### src/include/pfc_pkg.sv
package pfc_pkg;
   // Geometry
   localparam int NQ = 8;
   localparam int QW = 16;
   localparam int WORD_W = 32;
   localparam int MACA_W = 48;
   localparam int HI_W = 16;
   localparam int CTRL_W = 4;
   localparam int CYC_W = 8;
   localparam int BEAT_W = 64;
   localparam int BEATS = 8;
   localparam int FRM_W = BEAT_W * BEATS;
   localparam int PAUSE_HDR_W = 2 * MACA_W + 3 * HI_W;
   localparam int PFC_HDR_W = 2 * MACA_W + 3 * HI_W + NQ * QW;
   localparam int PAUSE_PAD = FRM_W - PAUSE_HDR_W;
   localparam int PFC_PAD = FRM_W - PFC_HDR_W;

   // Pause quantum: 512 bit times on a 25 Gb/s link, rounded up to clock cycles
   localparam int LINK_MBPS = 25000;
   localparam int QUANTUM_BITS = 512;
   localparam int CLK_PERIOD_PS = 10000;
   localparam int QUANTUM_PS = QUANTUM_BITS * 1000000 / LINK_MBPS;
   localparam int QUANTUM_CYC_I = (QUANTUM_PS + CLK_PERIOD_PS - 1) / CLK_PERIOD_PS;
   localparam logic [CYC_W-1:0] QUANTUM_CYC = CYC_W'((QUANTUM_CYC_I < 1) ? 1 : QUANTUM_CYC_I);
   localparam logic [CYC_W-1:0] CYC_ONE = 8'h01;

   // Register byte offsets
   localparam logic [7:0] A_CTRL = 8'h00;
   localparam logic [7:0] A_ENABLE = 8'h04;
   localparam logic [7:0] A_REQ = 8'h08;
   localparam logic [7:0] A_DA_LO = 8'h0c;
   localparam logic [7:0] A_DA_HI = 8'h10;
   localparam logic [7:0] A_SA_LO = 8'h14;
   localparam logic [7:0] A_SA_HI = 8'h18;
   localparam logic [7:0] A_STATUS = 8'h1c;
   localparam logic [7:0] A_QUANTA = 8'h20;
   localparam logic [7:0] A_HOLD = 8'h40;
   localparam logic [7:0] A_HOLD_END = 8'h60;
   localparam int QIDX_LSB = 2;
   localparam int QIDX_MSB = 4;

   // Control fields
   localparam int CTRL_PFC = 0;
   localparam int CTRL_REQ2 = 1;
   localparam int CTRL_SRC_SIG = 2;
   localparam int CTRL_BOUNDARY = 3;
   localparam int ST_BUSY = 16;
   localparam int ST_HALT = 17;

   // Reset values
   localparam logic [CTRL_W-1:0] CTRL_RST = 4'h1;
   localparam logic [NQ-1:0] EN_RST = 8'hff;
   localparam logic [QW-1:0] QUANTA_RST = 16'hffff;
   localparam logic [QW-1:0] HOLD_RST = 16'h00ff;
   localparam logic [MACA_W-1:0] DA_RST = 48'h0180c2000001;
   localparam logic [MACA_W-1:0] SA_RST = 48'h000000000000;

   // MAC control frame fields
   localparam logic [HI_W-1:0] ETH_MAC_CTRL = 16'h8808;
   localparam logic [HI_W-1:0] OP_PAUSE = 16'h0001;
   localparam logic [HI_W-1:0] OP_PFC = 16'h0101;
   localparam logic [2:0] EMPTY_LAST = 3'h4;
   localparam logic [2:0] BEAT_LAST = 3'h7;
   localparam logic [2:0] BEAT_ETH = 3'h1;

   typedef enum logic {PFC_IDLE, PFC_SEND} pfc_state_t;
endpackage

### src/verilog/pfc_flow_ctrl.sv
// Local design decisions: strobed register access and the register offsets.
`timescale 1ns/10ps
// What this block does
// - Requests come from registers or input signals
// - 1-bit or 2-bit request format, 1-bit after reset
// - XOFF frame carries the programmed quanta
// - Repeat frame after per-queue hold gap while XOFF
// - At least one pause quantum between frames
// - No frames once no queue requests
// - XOFF to XON sends zero quanta
// - Exactly one XON frame, never repeated
// - Standard mode sends Pause frames, same behaviour
// - Received Pause halts client in standard mode only, now or at boundary
// - Resume needs a zero Pause, which clears the remaining time
// - Pause ignored when flow control disabled
// - CTRL_SRC_SIG selects register or signal source, in 1-bit and 2-bit modes
module pfc_flow_ctrl
   import pfc_pkg::*;
(
   input wire logic clk_sys,
   input wire logic rst_b,
   input wire logic [7:0] reg_addr,
   input wire logic [31:0] reg_wdata,
   input wire logic reg_wr,
   input wire logic reg_rd,
   output logic [31:0] reg_rdata,
   input wire logic [NQ-1:0] xon_xoff_request_in0,
   input wire logic [NQ-1:0] xon_xoff_request_in1,
   input wire logic fc_ready,
   output logic fc_valid,
   output logic fc_sop,
   output logic fc_eop,
   output logic [2:0] fc_empty,
   output logic [BEAT_W-1:0] fc_data,
   input wire logic rx_pause_valid,
   input wire logic [QW-1:0] rx_pause_quanta,
   input wire logic tx_client_in_frame,
   output logic tx_client_halt
);

   logic [CTRL_W-1:0] ctrl_r;
   logic [NQ-1:0] en_r;
   logic [2*NQ-1:0] req_r;
   logic [MACA_W-1:0] da_r;
   logic [MACA_W-1:0] sa_r;
   logic [QW-1:0] quanta_r [NQ];
   logic [QW-1:0] hold_r [NQ];
   logic [QW-1:0] hold_cnt_r [NQ];
   logic [NQ-1:0] xoff_r;
   logic [NQ-1:0] prev_r;
   logic [NQ-1:0] pend_r;
   logic [NQ*QW-1:0] times;
   logic [FRM_W-1:0] frm;
   logic [FRM_W-1:0] frm_r;
   pfc_state_t state_r;
   logic [2:0] beat_r;
   logic [CYC_W-1:0] gap_r;
   logic [CYC_W-1:0] qcnt_r;
   logic qtick;
   logic take;
   logic pfc_mode;
   logic req2_mode;
   logic sig_src;
   logic boundary_mode;
   logic halt_req_r;
   logic zero_seen_r;
   logic [QW-1:0] ptimer_r;
   logic accept;

   assign pfc_mode = ctrl_r[CTRL_PFC];
   assign req2_mode = ctrl_r[CTRL_REQ2];
   assign sig_src = ctrl_r[CTRL_SRC_SIG];
   assign boundary_mode = ctrl_r[CTRL_BOUNDARY];

   // Register writes
   always_ff @(posedge clk_sys or negedge rst_b) begin
      if (!rst_b) begin
         ctrl_r <= CTRL_RST;
         en_r <= EN_RST;
         req_r <= '0;
         da_r <= DA_RST;
         sa_r <= SA_RST;
         for (int i = 0; i < NQ; i++) begin
            quanta_r[i] <= QUANTA_RST;
            hold_r[i] <= HOLD_RST;
         end
      end else if (reg_wr) begin
         if (reg_addr == A_CTRL) begin
            ctrl_r <= reg_wdata[CTRL_W-1:0];
         end else if (reg_addr == A_ENABLE) begin
            en_r <= reg_wdata[NQ-1:0];
         end else if (reg_addr == A_REQ) begin
            req_r <= reg_wdata[2*NQ-1:0];
         end else if (reg_addr == A_DA_LO) begin
            da_r[WORD_W-1:0] <= reg_wdata;
         end else if (reg_addr == A_DA_HI) begin
            da_r[MACA_W-1:WORD_W] <= reg_wdata[HI_W-1:0];
         end else if (reg_addr == A_SA_LO) begin
            sa_r[WORD_W-1:0] <= reg_wdata;
         end else if (reg_addr == A_SA_HI) begin
            sa_r[MACA_W-1:WORD_W] <= reg_wdata[HI_W-1:0];
         end else if (reg_addr >= A_QUANTA && reg_addr < A_HOLD) begin
            quanta_r[reg_addr[QIDX_MSB:QIDX_LSB]] <= reg_wdata[QW-1:0];
         end else if (reg_addr >= A_HOLD && reg_addr < A_HOLD_END) begin
            hold_r[reg_addr[QIDX_MSB:QIDX_LSB]] <= reg_wdata[QW-1:0];
         end
      end
   end

   // Register reads, data valid the cycle after the strobe only
   always_ff @(posedge clk_sys or negedge rst_b) begin
      if (!rst_b) begin
         reg_rdata <= '0;
      end else if (reg_rd) begin
         if (reg_addr == A_CTRL) begin
            reg_rdata <= {{(WORD_W-CTRL_W){1'b0}}, ctrl_r};
         end else if (reg_addr == A_ENABLE) begin
            reg_rdata <= {{(WORD_W-NQ){1'b0}}, en_r};
         end else if (reg_addr == A_REQ) begin
            reg_rdata <= {{(WORD_W-2*NQ){1'b0}}, req_r};
         end else if (reg_addr == A_DA_LO) begin
            reg_rdata <= da_r[WORD_W-1:0];
         end else if (reg_addr == A_DA_HI) begin
            reg_rdata <= {{(WORD_W-HI_W){1'b0}}, da_r[MACA_W-1:WORD_W]};
         end else if (reg_addr == A_SA_LO) begin
            reg_rdata <= sa_r[WORD_W-1:0];
         end else if (reg_addr == A_SA_HI) begin
            reg_rdata <= {{(WORD_W-HI_W){1'b0}}, sa_r[MACA_W-1:WORD_W]};
         end else if (reg_addr == A_STATUS) begin
            reg_rdata <= {{(WORD_W-ST_HALT-1){1'b0}}, tx_client_halt, (state_r == PFC_SEND), pend_r, xoff_r};
         end else if (reg_addr >= A_QUANTA && reg_addr < A_HOLD) begin
            reg_rdata <= {{(WORD_W-QW){1'b0}}, quanta_r[reg_addr[QIDX_MSB:QIDX_LSB]]};
         end else if (reg_addr >= A_HOLD && reg_addr < A_HOLD_END) begin
            reg_rdata <= {{(WORD_W-QW){1'b0}}, hold_r[reg_addr[QIDX_MSB:QIDX_LSB]]};
         end else begin
            reg_rdata <= '0;
         end
      end else begin
         reg_rdata <= '0;
      end
   end

   // Pause quantum time base
   assign qtick = (qcnt_r == '0);
   always_ff @(posedge clk_sys or negedge rst_b) begin
      if (!rst_b) begin
         qcnt_r <= '0;
      end else if (qtick) begin
         qcnt_r <= QUANTUM_CYC - CYC_ONE;
      end else begin
         qcnt_r <= qcnt_r - CYC_ONE;
      end
   end

   assign take = (state_r == PFC_IDLE) && (pend_r != '0) && (gap_r == '0);

   for (genvar q = 0; q < NQ; q++) begin : g_q
      logic en_q;
      logic xoff_in;
      logic xon_in;
      logic lvl_nxt;
      logic set_q;
      // Standard mode runs on queue 0 alone
      assign en_q = en_r[q] && (pfc_mode || q == 0);
      assign xoff_in = sig_src ? xon_xoff_request_in0[q] : req_r[q];
      assign xon_in = sig_src ? xon_xoff_request_in1[q] : req_r[NQ+q];
      always_comb begin
         if (!en_q) begin
            lvl_nxt = 1'b0;
         end else if (!req2_mode) begin
            lvl_nxt = xoff_in;
         end else if (xoff_in && !xon_in) begin
            lvl_nxt = 1'b1;
         end else if (xon_in && !xoff_in) begin
            lvl_nxt = 1'b0;
         end else begin
            lvl_nxt = xoff_r[q];
         end
      end
      // Edge of the level raises one frame; a held XOFF re-arms by the hold counter
      assign set_q = en_q && ((xoff_r[q] != prev_r[q]) || (xoff_r[q] && hold_cnt_r[q] == '0 && !pend_r[q]));
      always_ff @(posedge clk_sys or negedge rst_b) begin
         if (!rst_b) begin
            xoff_r[q] <= 1'b0;
            prev_r[q] <= 1'b0;
            pend_r[q] <= 1'b0;
            hold_cnt_r[q] <= '0;
         end else begin
            xoff_r[q] <= lvl_nxt;
            prev_r[q] <= xoff_r[q];
            // A new request wins over the take of the previous one
            pend_r[q] <= en_q && ((pend_r[q] && !take) || set_q);
            if (take && pend_r[q]) begin
               hold_cnt_r[q] <= (hold_r[q] == '0) ? QW'(1) : hold_r[q];
            end else if (qtick && hold_cnt_r[q] != '0) begin
               hold_cnt_r[q] <= hold_cnt_r[q] - QW'(1);
            end
         end
      end
      assign times[(NQ-1-q)*QW +: QW] = xoff_r[q] ? quanta_r[q] : '0;
   end

   // Frame image: DA, SA, type, opcode, body, zero pad to 60 bytes
   always_comb begin
      if (pfc_mode) begin
         frm = {da_r, sa_r, ETH_MAC_CTRL, OP_PFC, {(HI_W-NQ){1'b0}}, pend_r, times, {PFC_PAD{1'b0}}};
      end else begin
         frm = {da_r, sa_r, ETH_MAC_CTRL, OP_PAUSE, times[NQ*QW-1 -: QW], {PAUSE_PAD{1'b0}}};
      end
   end

   // Frame sender and inter-frame gap
   always_ff @(posedge clk_sys or negedge rst_b) begin
      if (!rst_b) begin
         state_r <= PFC_IDLE;
         beat_r <= '0;
         gap_r <= '0;
         frm_r <= '0;
         fc_valid <= 1'b0;
         fc_sop <= 1'b0;
         fc_eop <= 1'b0;
         fc_empty <= '0;
         fc_data <= '0;
      end else begin
         case (state_r)
            PFC_IDLE: begin
               if (gap_r != '0) begin
                  gap_r <= gap_r - CYC_ONE;
               end
               if (take) begin
                  frm_r <= frm;
                  state_r <= PFC_SEND;
                  beat_r <= '0;
                  fc_valid <= 1'b1;
                  fc_sop <= 1'b1;
                  fc_data <= frm[FRM_W-1 -: BEAT_W];
               end
            end
            PFC_SEND: begin
               if (fc_ready) begin
                  if (beat_r == BEAT_LAST) begin
                     state_r <= PFC_IDLE;
                     gap_r <= QUANTUM_CYC;
                     fc_valid <= 1'b0;
                     fc_eop <= 1'b0;
                     fc_empty <= '0;
                  end else begin
                     beat_r <= beat_r + 3'h1;
                     fc_sop <= 1'b0;
                     fc_eop <= (beat_r == BEAT_LAST - 3'h1);
                     fc_empty <= (beat_r == BEAT_LAST - 3'h1) ? EMPTY_LAST : 3'h0;
                     fc_data <= frm_r[FRM_W-1-BEAT_W*(int'(beat_r)+1) -: BEAT_W];
                  end
               end
            end
            default: state_r <= PFC_IDLE;
         endcase
      end
   end

   // Received Pause handling in standard mode
   assign accept = rx_pause_valid && !pfc_mode && en_r[0];
   always_ff @(posedge clk_sys or negedge rst_b) begin
      if (!rst_b) begin
         halt_req_r <= 1'b0;
         zero_seen_r <= 1'b0;
         ptimer_r <= '0;
      end else begin
         if (accept && rx_pause_quanta == '0) begin
            zero_seen_r <= 1'b1;
            ptimer_r <= '0;
         end else if (accept) begin
            zero_seen_r <= 1'b0;
            ptimer_r <= rx_pause_quanta;
            halt_req_r <= 1'b1;
         end else if (qtick && ptimer_r != '0) begin
            ptimer_r <= ptimer_r - QW'(1);
         end
         if (!accept && halt_req_r && ptimer_r == '0 && zero_seen_r) begin
            halt_req_r <= 1'b0;
         end
      end
   end

   // Boundary mode waits for the client to be between frames before halting
   always_ff @(posedge clk_sys or negedge rst_b) begin
      if (!rst_b) begin
         tx_client_halt <= 1'b0;
      end else begin
         tx_client_halt <= halt_req_r && (tx_client_halt || !boundary_mode || !tx_client_in_frame);
      end
   end

   req1_a: assert property (@(posedge clk_sys) disable iff (!rst_b)
      (!req2_mode && sig_src && en_r[0] && xon_xoff_request_in0[0]) |=> xoff_r[0])
      else $error("one-bit request not followed");
   mode_reset_a: assert property (@(posedge clk_sys) disable iff (!rst_b)
      $rose(rst_b) |-> !req2_mode)
      else $error("request mode not one-bit after reset");
   repeat_gap_a: assert property (@(posedge clk_sys) disable iff (!rst_b)
      (en_r[0] && pfc_mode && xoff_r[0] && hold_cnt_r[0] == '0) |=> (pend_r[0] || hold_cnt_r[0] != '0 || !en_r[0]))
      else $error("held queue not re-requested");
   gap_min_a: assert property (@(posedge clk_sys) disable iff (!rst_b)
      (fc_valid && fc_eop && fc_ready) |=> !fc_valid [*3])
      else $error("frames closer than one quantum");
   no_spurious_a: assert property (@(posedge clk_sys) disable iff (!rst_b)
      (!xoff_r[0] && !$changed(xoff_r[0]) && !pend_r[0]) |=> !pend_r[0])
      else $error("frame requested with no request");
   xon_pend_a: assert property (@(posedge clk_sys) disable iff (!rst_b)
      ($fell(xoff_r[0]) && $past(en_r[0]) && en_r[0] && pfc_mode && $stable(en_r[0])) |=> pend_r[0])
      else $error("xon transition raised no frame");
   ethtype_a: assert property (@(posedge clk_sys) disable iff (!rst_b)
      (fc_valid && beat_r == BEAT_ETH) |-> fc_data[WORD_W-1:HI_W] == ETH_MAC_CTRL)
      else $error("wrong ethertype");
   halt_a: assert property (@(posedge clk_sys) disable iff (!rst_b)
      (accept && rx_pause_quanta != '0 && !boundary_mode) |=> ##1 tx_client_halt)
      else $error("client not halted");
   resume_a: assert property (@(posedge clk_sys) disable iff (!rst_b)
      $fell(halt_req_r) |-> ($past(zero_seen_r) && $past(ptimer_r) == '0))
      else $error("resumed without both conditions");
   ignore_a: assert property (@(posedge clk_sys) disable iff (!rst_b)
      (rx_pause_valid && !en_r[0] && !halt_req_r) |=> !halt_req_r)
      else $error("pause honoured while disabled");
   two_bit_a: assert property (@(posedge clk_sys) disable iff (!rst_b)
      (req2_mode && sig_src && xon_xoff_request_in1[0] && !xon_xoff_request_in0[0]) |=> !xoff_r[0])
      else $error("two-bit xon from signals ignored");
endmodule

### config.mk
export PLATFORM = sky130hd
export DESIGN_NAME = pfc_flow_ctrl
export DESIGN_NICKNAME = d
export VERILOG_FILES = /design/src/include/pfc_pkg.sv /design/src/verilog/pfc_flow_ctrl.sv
export SDC_FILE = /design/constraint.sdc
export NUM_CORES = 2
export LEC_CHECK = 0
export BUFFER_PORTS_ARGS = -buffer_cell sky130_fd_sc_hd__buf_2
export CORE_UTILIZATION = 30
export DETAILED_ROUTE_END_ITERATION = 10
export GPL_ROUTABILITY_DRIVEN = 0
export SYNTH_ARGS = -nofsm -noshare
export SYNTH_HDL_FRONTEND = slang
export SYNTH_SLANG_ARGS = --single-unit
### constraint.sdc
create_clock -name clk_sys -period 3.3 [get_ports clk_sys]
set_input_delay 0.165 -clock clk_sys [delete_from_list [all_inputs] [get_ports clk_sys]]
set_output_delay 0.165 -clock clk_sys [all_outputs]
set_load 0.03 [all_outputs]
# After elaboration in Yosys (flattened, before gate mapping)
# Cells that the tools add are included.
# op_classes
reduce_logical	197
magnitude_cmp	6
addsub	14
muxes	137
n_eq_ne	31
n_shift	1
bitwise	10
# ops
op	n
$mux 16	42
$shiftx 575x11->64	1
$mux 393	1
$logic_not 16->1	18
$bwmux 128	2
$mux 32	7
$mux 64	3
$reduce_bool 16->1	9
$sub 16x1->16 const B	9
$pmux 64 s2	1
$bmux 16 s3	2
$logic_and 1x1->1	92
$mux 1	62
$demux 16 s3	1
$mux 18	2
$eq 8x5->1 const B	4
$mux 8	4
$ne 4x2->1 const B	8
$logic_not 1->1	29
$logic_not 8->1	3
$reduce_bool 2->1	10
$logic_or 1x1->1	18
$eq 8x4->1 const B	2
$lt 8x7->1 const B	2
30 further kinds	64
# totals
word_cells	466
out_inout_bits	103
ff_bits	1185
inputBits	79

# Logic depth before layout (Yosys ltp)
# logic_depth
word_depth	15
depth_mapped	13
mapped_depth_nobuf	8

# Worst setup path before layout
# No wires, ideal clock.
# synth_path
kind	reg-to-reg
start	reg beat_r[0]
end	reg fc_data[8]
n_path_buf	6
path_stages_with_launch	12
setup_ns	0.131
period_less_slack_ns	3.289
t_arrival_ns	3.158
slack_ns	0.011
required_ns	3.169
cell_sequence	dfrtp_1 -> clkbuf_1 -> clkbuf_1 -> clkbuf_1 -> inv_1 -> ha_1 -> clkbuf_1 -> clkbuf_1 -> buf_1 -> mux4_2 -> nand2_1 -> o211ai_1
# synth_between
elab_chain_cells	6
elab_cells_between_ends	9
cone_classes	add/sub (2); eq/ne (2); shift (1); mux (3); reduce/logical (1)
# synth_rtl
item	line_no	source
start: declaration	pfc_flow_ctrl.sv:56	logic [2:0] beat_r;
start signal: assignment	pfc_flow_ctrl.sv:248	beat_r <= beat_r + 3'h1;
$add 3x1->4	pfc_flow_ctrl.sv:252	fc_data <= frm_r[FRM_W-1-BEAT_W*(int'(beat_r)+1) -: BEAT_W];
$sub 9x10->11	pfc_flow_ctrl.sv:252	
$shiftx 575x11->64	pfc_flow_ctrl.sv:252	
$mux 64	pfc_flow_ctrl.sv:241	if (beat_r == BEAT_LAST) begin
$mux 64	pfc_flow_ctrl.sv:240	if (fc_ready) begin
$pmux 64 s2	pfc_flow_ctrl.sv:225	case (state_r)
end signal: assignment	pfc_flow_ctrl.sv:236	fc_data <= frm[FRM_W-1 -: BEAT_W];
end signal: assignment	pfc_flow_ctrl.sv:252	
end: declaration	pfc_flow_ctrl.sv:34	output logic [BEAT_W-1:0] fc_data,
# Several ways; a longest one is shown, not always the timed one. The select of a mux whose other input is x is not followed.
# A chain may end at the register's enable or synchronous reset.

# Worst setup path after layout
# layout_path
start	reg pend_r[3]
end	reg beat_r[1]
# layout_between
elab_chain_cells	5
# layout_rtl
item	line_no	source
start: declaration	pfc_flow_ctrl.sv:51	logic [NQ-1:0] pend_r;
start signal: indexed assignment	pfc_flow_ctrl.sv:192	pend_r[q] <= en_q && ((pend_r[q] && !take) || set_q);
$reduce_bool 8->1	pfc_flow_ctrl.sv:155	assign take = (state_r == PFC_IDLE) && (pend_r != '0) && (gap_r == '0);
$logic_and 1x1->1 (2 in series)	pfc_flow_ctrl.sv:155	
$ne 2x2->1 (no line)	--	
$reduce_and 3->1 (no line)	--	
# Every way passes these cells.

==> impl_results.md <==
- Total die area: 145000 um^2
- Iteration count of the initial detailed-routing pass: 5
- Initial antenna violation count: 18
- Top Ports: 182
- Status: complete, no violations
- Top-count cell post-synth: nand2_1
- Area grow syn2layout: 16.9%
- Clk sink count: 912
- Post-Route WL: 152000 um
- Worst Max-Slew Pin Slew: 1.12 ns
- Storage cell area: 23100 um^2
- Setup Crit Path Kind: reg -> reg
- CP most frequent cell: nand2_1
- Critical Path RT: 3.91 ns
- Largest net degree at the start of global routing: 121
- Max_cap viols: 0
- Clock Tree Buf Depth: 3
- Via count: 32.7k
- Ys flop type: dfrtp_1
- Critical path data arrival time: 3.49 ns
- Hold Crit Class: in -> async
- Post-Synthesis Cell Area: 43200 um^2
- Crit-path max FO: 13
- Final period util: 0.873
- Hpwl dp: 107000 um
- Mapped Avg Cell Area: 11.1 um^2
- Die Ht: 381 um
- Core area: 142000 um^2
- Post-synth top cells: nand2_1 (712), dfrtp_1 (705), mux2_2 (399), nor2_1 (243), dfstp_2 (207)
- Drt via density: 5.41
- Max Clock Skew: 0.0477 ns
- Routed length per instance: 25.2 um
- TritonCTS buffer count: 99
- PwrDens: 608 nW/um^2
- Initial drt markers: 3230
- Synth Instances: 3887
- Yosys top cell by area: dfrtp_1
- Fin. max-slew vios: 0
- Slowest cell on crit path: o2111ai_4
- RSZ-0062 raised after global routing: no
- Final net count: 4161
- Cell Rows: 138
- Remaining DRCs: 0
- DIE WIDTH: 381 um
- Total GRT Usage: 0.207
- Fraction of registers with async set/reset: 1.00
- Synth top area share: 0.409
- Worst-Skew Late Latency: 0.74 ns
- Largest stage delay on the critical path: 0.91 ns
- Fillers: 14.0k
- Starting density of the core: 0.304
- Post-synth EDFFs: 0
- Hold Slack: 0.00887 ns
- Root buffer cell: clkbuf_16
- H-tree depth: 3
- Kind of start point of the critical path: register
- Setup violators final: 0
- Post-CTS Setup Bufs: 0
- Vias in the first global route: 32.2k
- CTS tree: done
- Main area contributors after synthesis: dfrtp_1 (41%), dfstp_2 (13%), mux2_2 (10%)
- Rel. slew slack: 0.247
- Share of cells above drive strength 1: 0.291
- F_max: 347 MHz
- P_leak: 22.6 nW
- Synth warn: 0
- Fin. Hold Viols: 0
- VDD IR max: 541 uV
- Post_cts resized: 0
- ANT nets after route: 0
- #FFs+latches synth: 912
- Remaining global-route overflow: 0
- Register area share after synthesis: 0.534
- Distinct cells, synth: 78
- Post-Route Setup TNS: 0 ns
- Hold_buf cts: 43
- Multi-input logic area: 18900 um^2
- Crit end category: register
- IO buf count: 179
- First-pass GRT wire length: 224000 um
- Worst-path cell chain: or4_1, o2111ai_4, nand2_1, nand2_1, o22ai_1, a22o_1
- Fin crit period: 2.88 ns
- Register clock-pin slew on the reported worst setup and hold paths: 0.07 ns
final cells by class:
type | count | share of cell area
sequential | 912 | 0.457
multi-input combinational | 2671 | 0.374
clock buffer | 144 | 0.0574
timing repair buffer | 344 | 0.0502
tap | 1890 | 0.0468
clock inverter | 43 | 0.0123
inverter | 31 | 0.00230
antenna | 5 | 0.000248
registers in the layout (all words and copies together), names as in the netlist, 3 cells and up:
name	cells
da_r	48
hold_r	128
quanta_r	128
reg_rdata	32
qcnt_r	8
ptimer_r	16
prev_r	8
sa_r	48
gap_r	8
hold_cnt_r	128
en_r	8
frm_r	242
fc_data	64
beat_r	3
pend_r	8
xoff_r	8
ctrl_r	4
req_r	16
layer usage:
metal,track usage,up-vias,part of all wire
li1,-,14267,-
met1,0.280,16704,0.42
met2,0.315,1354,0.45
met3,0.0511,329,0.088
met4,0.0837,14,0.046
met5,0,-,0.00055
worst paths after layout:
path / slack, ns / cells past startpoint / end / start
setup reg to reg: 0.42 / 6 / beat_r[1]$_DFFE_PN0P_ / pend_r[3]$_DFF_PN0_
min in group clk_sys: 0.05 / 5 / xoff_r[1]$_DFFE_PN0P_ / xon_xoff_request_in1[1]
setup / recovery: 0.42 / 6 / beat_r[1]$_DFFE_PN0P_ / pend_r[3]$_DFF_PN0_
max in group asynchronous: 2.06 / 3 / ptimer_r[15]$_DFFE_PN0P_ / rst_b
hold reg to reg: 0.47 / 2 / frm_r[418]$_DFFE_PN0P_ / frm_r[418]$_DFFE_PN0P_
hold / removal: 0.009 / 2 / fc_sop$_DFFE_PN0P_ / rst_b
worst max-delay path, delay by kind of cell (launching register included):
| kind | cells | cell delay [ns] |
|---|---|---|
| and+or+nand+nor | 3 | 1.06 |
| AOI/OAI and AO/OA | 3 | 1.19 |
| DFF | 1 | 0.50 |
logic make-up (layout without fill, tap and decap cells):
family / count (synthesis) / count (layout) / synth area share
AND/OR/NAND/NOR: 1267 / 1267 / 0.131
AO/OA/AOI/OAI: 686 / 686 / 0.103
adder cells (fa/ha/maj): 23 / 23 / 0.00666
flip-flops: 912 / 912 / 0.534
buffers and inverters: 305 / 562 / 0.0299
XOR/XNOR: 128 / 128 / 0.0260
other: 1 / 7 / 0.0000868
multiplexers: 565 / 565 / 0.168
where the power goes:
part / total [W] / switching (W) / internal, W
sequential: 0.0135 / 0.00125 / 0.0123
combinational: 0.00529 / 0.00334 / 0.00195
clock: 0.0118 / 0.00498 / 0.00687
total: 0.0307 / 0.00956 / 0.0211
cell usage in the layout, fill, tap and decap left out, types with 10 or more instances in the layout:
master / instances
nand2_1: 712
dfrtp_1: 704
mux2_2: 399
nor2_1: 242
dfstp_2: 207
o21ai_0: 187
buf_2: 176
a21oi_1: 162
buf_4: 101
clkbuf_16: 99
mux4_2: 85
a22o_1: 82
xnor2_1: 74
mux2i_1: 70
a22oi_1: 70
nor4_1: 59
nor3_1: 56
xor2_1: 54
o211ai_1: 44
dlygate4sd3_1: 43
nand3_1: 33
inv_1: 31
o311ai_0: 30
clkbuf_8: 25
o22ai_1: 22
ha_1: 22
buf_12: 22
or4_1: 21
clkinv_2: 21
clkbuf_1: 20
nand4_1: 19
or3_1: 13
a211oi_1: 13
nor2b_1: 12
a31oi_1: 12
o221ai_1: 10
and3_1: 10
mux2_4: 10
stage by stage:
step / util / cells / total power, W / area, um^2 / setup WS, ns
floorplan: - / 3888 / 0.0165 / 43200 / 0.0108
global placement: 0.327 / 5805 / 0.0188 / 46500 / 0.463
detailed placement: 0.327 / 5805 / 0.0189 / 46500 / 0.449
CTS: 0.355 / 6035 / 0.0308 / 50500 / 0.444
global route: 0.355 / 6037 / 0.0318 / 50500 / 0.354
finish: 0.355 / 6040 / 0.0307 / 50500 / 0.418
Power figures use the tool's default switching activity.
